--- config.mk ---
export PLATFORM = sky130hd
export DESIGN_NAME = sdo_top
export DESIGN_NICKNAME = d
export VERILOG_FILES = /design/src/verilog/sdo_pkg.sv /design/src/verilog/sdo_top.sv
export VERILOG_INCLUDE_DIRS = /design/src /design/src/verilog
export SDC_FILE = /design/constraint.sdc
export NUM_CORES = 1
export LEC_CHECK = 0
export ABC_AREA = 1
export BUFFER_PORTS_ARGS = -buffer_cell sky130_fd_sc_hd__buf_2
export CAP_MARGIN = 20
export CORE_MARGIN = 3
export CORE_UTILIZATION = 25
export CTS_CLUSTER_DIAMETER = 150
export DETAILED_ROUTE_END_ITERATION = 12
export PLACE_DENSITY_LB_ADDON = 0.1
export SETUP_SLACK_MARGIN = 0.4
export SLEW_MARGIN = 25
export SYNTH_ARGS = -nofsm -noshare
export SYNTH_HDL_FRONTEND = slang
export SYNTH_SLANG_ARGS = --single-unit
export TNS_END_PERCENT = 100
--- constraint.sdc ---
create_clock -name pclk -period 2.8 [get_ports pclk]
set_clock_uncertainty 0.15 [all_clocks]
set_input_delay 0.28 -clock pclk [delete_from_list [all_inputs] [get_ports pclk]]
set_output_delay 0.28 -clock pclk [all_outputs]
set_load 0.1 [all_outputs]
--- src/verilog/sdo_params.svh ---
// constants for the stepper driver output block
// ==========================================================
// Overview of operation
// RL1 - config select bit 1 drives motors by step and direction outputs
// RL2 - select bit 0 runs serial driver mode sending sequencer datagrams
// RL3 - step/direction mode leaves sequencer and layout memory unused
// RL4 - step pulse lasts 16 times (1 plus low four divider bits) clocks
// RL5 - first step after a direction change waits one pulse length
// RL6 - step pulses never faster than system clock divided by 32
// RL7 - software picks a divider matching the fastest step rate used
// RL8 - serial clock period spans 16 to 512 system clocks
// RL9 - default serial clock is 16 low plus 16 high clocks
// RL10 - serial divider 7 gives minimum period, 8 low plus 8 high
// RL11 - chip select and serial clock polarities are programmable
// RL12 - last chip in the chain is motor driver 0
// RL13 - datagram layout comes from 32 addresses holding 64 entries
// RL14 - once set up, datagrams go out with no host action
// RL15 - each datagram carries between one and 64 bits
// RL16 - layout entry is five-bit selector plus next driver flag
// RL17 - entry with next driver flag set advances the driver counter
// RL18 - counter equal to last driver index ends datagram, counter cleared
// RL19 - chip select held for whole datagram, released between datagrams
// RL20 - direction changes only outside a step pulse, before delayed step
`ifndef SDO_PARAMS_SVH
`define SDO_PARAMS_SVH

// ==========================================================
// register map
`define SDO_ADDR_W 8
`define SDO_OFS_IF_CONFIG 8'h00
`define SDO_OFS_GLOBAL 8'h04
`define SDO_OFS_STATUS 8'h08
`define SDO_OFS_RX_DATA 8'h0C
`define SDO_OFS_LAYOUT 8'h80
`define SDO_LAYOUT_SEL_BIT 7

// ==========================================================
// fields
`define SDO_IF_STEPDIR_BIT 0
`define SDO_IF_CS_POL_BIT 1
`define SDO_IF_SCK_POL_BIT 2
`define SDO_IF_LAST_DRV_LSB 4
`define SDO_GLB_SCK_DIV_LSB 0
`define SDO_GLB_SECONDARY_CLOCK_DIVIDER_LSB 8
`define SDO_IF_CONFIG_RST 6'h00
`define SDO_SCK_DIV_RST 8'h0F
`define SDO_SECONDARY_CLOCK_DIVIDER_RST 8'h00

// ==========================================================
// timing
`define SDO_STEP_UNIT 9'h010
`define SDO_SCK_DIV_MIN 8'h07
`define SDO_MAX_ENTRY 6'h3F
`define SDO_AXES 3
`define SDO_SIG_PER_MOTOR 32

`endif

--- src/verilog/sdo_pkg.sv ---
// types for the stepper driver output block
package sdo_pkg;
    typedef enum logic [1:0] {SDO_AX_IDLE, SDO_AX_DELAY, SDO_AX_HIGH, SDO_AX_LOW} sdo_axis_t;
    typedef enum logic [2:0] {SDO_SR_IDLE, SDO_SR_SETUP, SDO_SR_LOW, SDO_SR_HIGH, SDO_SR_HOLD,
        SDO_SR_GAP} sdo_ser_t;
endpackage

--- src/verilog/sdo_top.sv ---
// stepper driver output interface: apb registers, step/dir engine, serial datagram engine
//
// Design decisions made here: the register addresses and the APB register port.
`timescale 1ns/1ps
`include "sdo_params.svh"

module sdo_top
    import sdo_pkg::*;
(
    input wire logic pclk,
    input wire logic presetn,
    input wire logic psel,
    input wire logic penable,
    input wire logic pwrite,
    input wire logic [7:0] paddr,
    input wire logic [31:0] pwdata,
    output logic [31:0] prdata,
    output logic pready,
    output logic pslverr,
    input wire logic [2:0] step_req,
    input wire logic [2:0] step_dir,
    input wire logic [95:0] seq_signals,
    output logic [2:0] step_out,
    output logic [2:0] dir_out,
    output logic driver_serial_clk,
    output logic driver_serial_out,
    output logic driver_chip_select_n,
    input wire logic driver_serial_in
);

    // ==========================================================
    // configuration registers
    logic stepdir_select;
    logic cs_pol;
    logic sck_pol;
    logic [1:0] last_driver_index;
    logic [7:0] sck_div;
    logic [7:0] secondary_clock_divider;
    logic [11:0] layout_mem [0:31];
    logic [31:0] rx_data;
    logic [31:0] rx_shift;
    logic [1:0] drv_cnt;
    logic [5:0] entry_idx;
    sdo_ser_t ser_state;
    logic [2:0] ax_busy;

    wire logic [3:0] step_pulse_divider = secondary_clock_divider[3:0];
    wire logic apb_setup = psel & ~penable;
    wire logic apb_write = psel & penable & pready & pwrite;
    wire logic is_layout = paddr[`SDO_LAYOUT_SEL_BIT];
    wire logic [4:0] layout_word = paddr[6:2];

    // ==========================================================
    // apb slave: no wait state, yet every bus output is a flop
    // unmapped offsets answer with an error and never write
    logic addr_ok;
    logic [31:0] rd_mux;
    always_comb begin
        addr_ok = 1'b1;
        rd_mux = 32'h0000_0000;
        if (is_layout) begin
            rd_mux = {20'h00000, layout_mem[layout_word]};
        end else begin
            case (paddr)
                `SDO_OFS_IF_CONFIG: rd_mux = {26'h0000000, last_driver_index, 1'b0, sck_pol, cs_pol,
                    stepdir_select};
                `SDO_OFS_GLOBAL: rd_mux = {16'h0000, secondary_clock_divider, sck_div};
                `SDO_OFS_STATUS: rd_mux = {16'h0000, entry_idx, 1'b0, ser_state, ax_busy, 1'b0,
                    drv_cnt};
                `SDO_OFS_RX_DATA: rd_mux = rx_data;
                default: addr_ok = 1'b0;
            endcase
        end
    end

    always_ff @(posedge pclk or negedge presetn) begin
        if (!presetn) begin
            pready <= 1'b0;
            pslverr <= 1'b0;
            prdata <= 32'h0000_0000;
        end else begin
            pready <= apb_setup;
            pslverr <= apb_setup & ~addr_ok;
            prdata <= (apb_setup & ~pwrite) ? rd_mux : 32'h0000_0000;
        end
    end

    always_ff @(posedge pclk or negedge presetn) begin
        if (!presetn) begin
            stepdir_select <= 1'b0;
            cs_pol <= 1'b0;
            sck_pol <= 1'b0;
            last_driver_index <= 2'h0;
            sck_div <= `SDO_SCK_DIV_RST;
            secondary_clock_divider <= `SDO_SECONDARY_CLOCK_DIVIDER_RST;
        end else if (apb_write && !pslverr) begin
            if (paddr == `SDO_OFS_IF_CONFIG) begin
                stepdir_select <= pwdata[`SDO_IF_STEPDIR_BIT]; // RL1 RL2
                cs_pol <= pwdata[`SDO_IF_CS_POL_BIT];
                sck_pol <= pwdata[`SDO_IF_SCK_POL_BIT];
                last_driver_index <= pwdata[`SDO_IF_LAST_DRV_LSB +: 2];
            end
            if (paddr == `SDO_OFS_GLOBAL) begin
                sck_div <= pwdata[`SDO_GLB_SCK_DIV_LSB +: 8];
                secondary_clock_divider <= pwdata[`SDO_GLB_SECONDARY_CLOCK_DIVIDER_LSB +: 8];
            end
        end
    end

    // layout memory is data, not control, so it carries no reset
    always_ff @(posedge pclk) begin
        if (apb_write && !pslverr && is_layout) begin
            layout_mem[layout_word] <= pwdata[11:0]; // RL13
        end
    end

    // ==========================================================
    // step/direction engine, one copy per axis
    // pulse high L, then forced low L: period never below 2*16 clocks
    wire logic [8:0] pulse_len = `SDO_STEP_UNIT * {5'h00, step_pulse_divider} + `SDO_STEP_UNIT; // RL4

    genvar ax;
    generate
        for (ax = 0; ax < `SDO_AXES; ax = ax + 1) begin : g_axis
            sdo_axis_t st;
            logic [8:0] cnt;
            logic pend;
            logic pend_dir;
            wire logic take = pend | step_req[ax];
            wire logic want_dir = step_req[ax] ? step_dir[ax] : pend_dir;
            // one-deep pending request: later requests merge, latest direction wins

            always_ff @(posedge pclk or negedge presetn) begin
                if (!presetn) begin
                    pend <= 1'b0;
                    pend_dir <= 1'b0;
                end else if (step_req[ax] && st != SDO_AX_IDLE) begin
                    pend <= 1'b1;
                    pend_dir <= step_dir[ax];
                end else if (st == SDO_AX_IDLE) begin
                    pend <= 1'b0;
                end
            end

            always_ff @(posedge pclk or negedge presetn) begin
                if (!presetn) begin
                    st <= SDO_AX_IDLE;
                    cnt <= 9'h000;
                    step_out[ax] <= 1'b0;
                    dir_out[ax] <= 1'b0;
                end else if (!stepdir_select) begin
                    st <= SDO_AX_IDLE; // RL3
                    cnt <= 9'h000;
                    step_out[ax] <= 1'b0;
                end else begin
                    case (st)
                        SDO_AX_IDLE: begin
                            if (take) begin
                                cnt <= pulse_len - 9'h001;
                                if (want_dir != dir_out[ax]) begin
                                    dir_out[ax] <= want_dir; // RL20
                                    st <= SDO_AX_DELAY; // RL5
                                end else begin
                                    step_out[ax] <= 1'b1;
                                    st <= SDO_AX_HIGH;
                                end
                            end
                        end
                        SDO_AX_DELAY: begin
                            if (cnt == 9'h000) begin
                                cnt <= pulse_len - 9'h001;
                                step_out[ax] <= 1'b1; // RL5
                                st <= SDO_AX_HIGH;
                            end else begin
                                cnt <= cnt - 9'h001;
                            end
                        end
                        SDO_AX_HIGH: begin
                            if (cnt == 9'h000) begin
                                cnt <= pulse_len - 9'h001;
                                step_out[ax] <= 1'b0; // RL4
                                st <= SDO_AX_LOW;
                            end else begin
                                cnt <= cnt - 9'h001;
                            end
                        end
                        // low as long as high, so the rate stays under clk/32
                        SDO_AX_LOW: begin
                            if (cnt == 9'h000) begin
                                st <= SDO_AX_IDLE; // RL6
                            end else begin
                                cnt <= cnt - 9'h001;
                            end
                        end
                        default: st <= SDO_AX_IDLE;
                    endcase
                end
            end

            assign ax_busy[ax] = (st != SDO_AX_IDLE);
        end
    endgenerate

    // ==========================================================
    // serial datagram engine
    // chain input is asynchronous: two flops before anything reads it
    logic sdi_meta;
    logic sdi_sync;
    always_ff @(posedge pclk or negedge presetn) begin
        if (!presetn) begin
            sdi_meta <= 1'b0;
            sdi_sync <= 1'b0;
        end else begin
            sdi_meta <= driver_serial_in;
            sdi_sync <= sdi_meta;
        end
    end

    // half period of divider+1 clocks, clamped so the period stays within 16..512
    wire logic [7:0] half_m1 = (sck_div < `SDO_SCK_DIV_MIN) ? `SDO_SCK_DIV_MIN : sck_div; // RL8 RL9 RL10
    logic [7:0] half_cnt;
    wire logic half_done = (half_cnt == 8'h00);

    // current entry: even index in bits 5:0, odd in 11:6
    logic [11:0] cur_word;
    logic [5:0] cur_entry;
    logic cur_nxm;
    logic last_entry;
    logic [5:0] nxt_idx;
    logic [1:0] nxt_drv;
    logic [11:0] nxt_word;
    logic [5:0] nxt_entry;
    logic [6:0] bit_sel;
    logic nxt_bit;
    always_comb begin
        cur_word = layout_mem[entry_idx[5:1]];
        cur_entry = entry_idx[0] ? cur_word[11:6] : cur_word[5:0]; // RL16
        cur_nxm = cur_entry[5];
        last_entry = (cur_nxm && drv_cnt == last_driver_index) || entry_idx == `SDO_MAX_ENTRY; // RL15 RL18
        if (ser_state == SDO_SR_IDLE) begin
            nxt_idx = 6'h00;
            nxt_drv = 2'h0;
        end else begin
            nxt_idx = entry_idx + 6'h01;
            nxt_drv = cur_nxm ? drv_cnt + 2'h1 : drv_cnt; // RL17
        end
        nxt_word = layout_mem[nxt_idx[5:1]];
        nxt_entry = nxt_idx[0] ? nxt_word[11:6] : nxt_word[5:0];
        bit_sel = {nxt_drv, nxt_entry[4:0]}; // RL12
        nxt_bit = (nxt_drv == 2'h3) ? 1'b0 : seq_signals[bit_sel];
    end

    logic sck_high;
    logic cs_active;
    // outgoing bit, pinned in the same flop stage as clock and select
    logic sdo_bit;
    always_ff @(posedge pclk or negedge presetn) begin
        if (!presetn) begin
            ser_state <= SDO_SR_IDLE;
            half_cnt <= 8'h00;
            entry_idx <= 6'h00;
            drv_cnt <= 2'h0;
            sck_high <= 1'b0;
            cs_active <= 1'b0;
            sdo_bit <= 1'b0;
            rx_shift <= 32'h0000_0000;
            rx_data <= 32'h0000_0000;
        end else begin
            if (!half_done) begin
                half_cnt <= half_cnt - 8'h01;
            end
            case (ser_state)
                SDO_SR_IDLE: begin
                    if (!stepdir_select) begin
                        ser_state <= SDO_SR_SETUP; // RL2 RL14
                        half_cnt <= half_m1;
                        cs_active <= 1'b1; // RL19
                        entry_idx <= nxt_idx;
                        drv_cnt <= nxt_drv;
                        sdo_bit <= nxt_bit;
                    end
                end
                SDO_SR_SETUP: begin
                    if (half_done) begin
                        ser_state <= SDO_SR_HIGH;
                        half_cnt <= half_m1;
                        sck_high <= 1'b1;
                        rx_shift <= {rx_shift[30:0], sdi_sync};
                    end
                end
                SDO_SR_LOW: begin
                    if (half_done) begin
                        ser_state <= SDO_SR_HIGH;
                        half_cnt <= half_m1;
                        sck_high <= 1'b1;
                        rx_shift <= {rx_shift[30:0], sdi_sync};
                    end
                end
                SDO_SR_HIGH: begin
                    if (half_done) begin
                        half_cnt <= half_m1;
                        sck_high <= 1'b0;
                        if (last_entry) begin
                            ser_state <= SDO_SR_HOLD;
                            drv_cnt <= 2'h0; // RL18
                            entry_idx <= 6'h00;
                        end else begin
                            ser_state <= SDO_SR_LOW;
                            entry_idx <= nxt_idx;
                            drv_cnt <= nxt_drv; // RL17
                            sdo_bit <= nxt_bit;
                        end
                    end
                end
                SDO_SR_HOLD: begin
                    if (half_done) begin
                        ser_state <= SDO_SR_GAP;
                        half_cnt <= half_m1;
                        cs_active <= 1'b0; // RL19
                        rx_data <= rx_shift;
                    end
                end
                SDO_SR_GAP: begin
                    if (half_done) begin
                        ser_state <= SDO_SR_IDLE;
                    end
                end
                default: ser_state <= SDO_SR_IDLE;
            endcase
        end
    end

    // polarity applied in the output flop so pins stay glitch free
    always_ff @(posedge pclk or negedge presetn) begin
        if (!presetn) begin
            driver_serial_clk <= 1'b0;
            driver_chip_select_n <= 1'b1;
            driver_serial_out <= 1'b0;
        end else begin
            // data shares the clock's delay so it never moves while the pin clock is in its active phase
            driver_serial_out <= sdo_bit;
            driver_serial_clk <= sck_high ^ sck_pol; // RL11
            driver_chip_select_n <= ~cs_active ^ cs_pol; // RL11
        end
    end

endmodule

==> run metrics <==
CTS tree done; port bufs 174; fill count 11371; crit share post-route 115%; dpl hpwl 82600 um; DR WL/cell 23.8 um; crit end category flip-flop; largest net degree at the start of global routing 70; Top FF cell, synth edfxtp_1; dominant cell type by area after synthesis edfxtp_1; global-route wire length before repair 172000 um; commonest cells after routing, fill and taps aside nand2_1, edfxtp_1, nand3_1, buf_4, o21ai_0; clock period minus worst slack 3.22 ns; CTS Buf Count 71; # Max-Cap Violations 0; Starting Density 25.3%; status finished with violations; vias post-DR 24961; hold path depth 1; Worst R2R End sdo_bit$_DFFE_PN0P_; # nets final 3570; row cnt 122; Syn Nets 3091; dpl cells 4734; Crit path required time 3.21 ns; worst slew pin tran 0.799 ns; Hold Path Sink layout_mem[28][1]$_DFFE_PP_; Boundary Pins 191; Placeable Area 111000 sq um; Ys Warns 0; final worst slack -0.418 ns; total power 28.3 mW; Clock Latency Late Sink 0.65 ns; Post-Syn Area 28000 sq um; commonest non-fill, non-tap cell in the layout nand2_1; Seq/Total Area, Yosys 58.2%; Die Footprint 116000 sq um; gate count of the mapped netlist 2925; Max FO, Critical Path 10; Worst VDD drop 0.000424 V; number of global-route vias before repair 25422; final-report hold violation count 0; ranking of synthesized cells by area edfxtp_1, dfrtp_1, nand3_1, nand2_1, o22ai_1; layout cells sized above 1 25.6%; GR Util All Layers 19.8%; number of setup violations in the final report 11; Hold Path Class in -> reg; area delta synth->final 34.1%; beginning of the worst hold path pwdata[1]; placed instance area 33200 sq um; Final Instance Count excl. Fillers 4950; ANT nets after route 0; RSZ-0062 raised after global routing yes; crit path launch type flip-flop; Yosys reg bits 575; synth unique cells 48; Synth async-reset ratio 33.2%; initial antenna violation count 1; Reg2Reg Depth 20; GRT Residual Overflow 0; Iteration-0 DRC Markers 2060; EDFF count, synth 384; Die Wd 341 um; Leak 15.0 nW; RR Startpoint entry_idx[1]$_DFFE_PN0P_; power density over cell area 752 nW/um^2; root buffer cell clkbuf_16; die height 341 um; DP Worst Slack -0.729 ns; Setup Crit Path Kind reg -> reg; critical path data arrival time 3.62 ns; Remaining DRCs 0; gpl congestion 0.852; CTS max path bufs 3; FF+latch area 16300 sq um; Design Area, Final 37600 sq um; H-tree level count 3; share of the synthesized area in the top cell type 41.1%; Max Fclk 0.311 GHz; clk slew on worst S/H paths 0.06 ns; failing checks setup timing; hold_ws 0.0465 ns; DR pass1 iterations 6; footprint of the multi-input gates 10700 sq um; vias per inst 5.04; reg2reg setup slack -0.42 ns; Detailed Route WL 118000 um; Slew headroom 46.8%; Max Slew Vio Count 0; post-layout util 33.9%; Clock Sinks 575; Setup TNS -3.61 ns; Avg Cell Area, Syn 9.58 sq um
[critical path, stage by stage, from the launching register on]
cell	delay [ns]
dfrtp_1	0.42
buf_6	0.15
buf_12	0.12
buf_12	0.12
bufbuf_16	0.27
nor2_2	0.12
o22ai_2	0.11
o211ai_1	0.35
o211ai_1	0.17
nand3_2	0.14
buf_6	0.11
nand2_4	0.05
nand2_2	0.09
xor2_2	0.16
nor2_1	0.07
buf_4	0.16
inv_4	0.06
nand3_1	0.07
nand2_1	0.06
nand2_1	0.06
a21oi_2	0.12
[repair_timing]
| item | 4_1_cts | 5_1_grt |
|---|---|---|
| hold buffers | 19 | 0 |
| gates cloned | 10 | 6 |
| setup endpoints to repair | 59 | 104 |
| pin swaps | 19 | 65 |
| buffers inserted | 28 | 22 |
| resized for setup | 123 | 123 |
| hold endpoints to repair | 178 | 0 |
[metal layers]
layer	track usage [%]	vias to the layer above	wire length [um]
li1	-	11410	-
met1	26.6	12569	52200
met2	33.3	792	56300
met3	2.72	190	5900
met4	5.50	0	3460
met5	0	-	0
[power by group]
group,leakage (nW),total (mW),internal [mW],switching (mW)
Clock,1.16,9.44,5.55,3.89
Sequential,6.04,9.40,9.26,0.143
Combinational,7.79,9.42,3.96,5.46
[cells by family (layout without fill, tap and decap cells)]
kind of cell	count (synthesis)	after routing	share of synthesized area, %
and+or+nand+nor	1239	1239	19.4
AOI/OAI and AO/OA	641	641	13.6
DFF	575	575	58.2
buffers and inverters	409	944	6.46
xor gates and xnor gates	31	31	0.968
adders and majority gates	18	18	0.803
muxes	12	12	0.482
other	0	2	0
[state kept, by name, summed over array words and instances (netlist names), 6 cells and up]
signal and cells:
layout_mem 384, prdata 32, rx_data 32, rx_shift 32, g_axis.cnt 27, half_cnt 8
sck_div 8, secondary_clock_divider 8, entry_idx 6, g_axis.st 6
[layout make-up]
class / count / share of cell area, %
clock inverters: 34 / 0.962
clock buffers: 95 / 5.35
flip-flops and latches: 575 / 43.4
well taps: 1488 / 4.95
multi-input cells: 1941 / 28.5
diodes: 2 / 0.0133
repair buffers: 579 / 14.4
inverters: 236 / 2.44
[cell usage after synthesis, types with 4 or more instances]
| cell type | number |
|---|---|
| buf_4 | 21 |
| clkbuf_1 | 76 |
| inv_2 | 10 |
| nand3_1 | 417 |
| dfstp_2 | 5 |
| inv_1 | 223 |
| buf_1 | 13 |
| buf_6 | 19 |
| a311o_1 | 4 |
| mux2_2 | 12 |
| a31oi_1 | 12 |
| dfrtp_1 | 186 |
| nand2_2 | 4 |
| a221oi_1 | 7 |
| nor2_1 | 180 |
| a211oi_1 | 8 |
| o21ai_0 | 254 |
| a21oi_1 | 44 |
| nand4_1 | 14 |
| o22ai_1 | 223 |
| or2_2 | 5 |
| nor3_1 | 28 |
| xor2_1 | 24 |
| nand2_1 | 546 |
| a32o_1 | 4 |
| o221ai_1 | 14 |
| edfxtp_1 | 384 |
| a22oi_1 | 17 |
| ha_1 | 18 |
| o211ai_1 | 40 |
| buf_2 | 44 |
| nor3b_1 | 17 |
| nand3b_1 | 21 |
| xnor2_1 | 7 |
[worst max path at each step]
stage                                        start                       end  slack [ns]  cells after the start
after global routing      entry_idx[1]$_DFFE_PN0P_       sdo_bit$_DFFE_PN0P_       -0.57                     24
after floorplan           entry_idx[0]$_DFFE_PN0P_       sdo_bit$_DFFE_PN0P_        0.07                     20
after detailed placement  entry_idx[1]$_DFFE_PN0P_  entry_idx[1]$_DFFE_PN0P_       -0.73                     16
after CTS                 entry_idx[1]$_DFFE_PN0P_       sdo_bit$_DFFE_PN0P_       -0.36                     22
final                     entry_idx[1]$_DFFE_PN0P_       sdo_bit$_DFFE_PN0P_       -0.42                     20
after global placement    entry_idx[1]$_DFFE_PN0P_  entry_idx[1]$_DFFE_PN0P_       -0.73                     16
(Power assumes the default switching activity.)
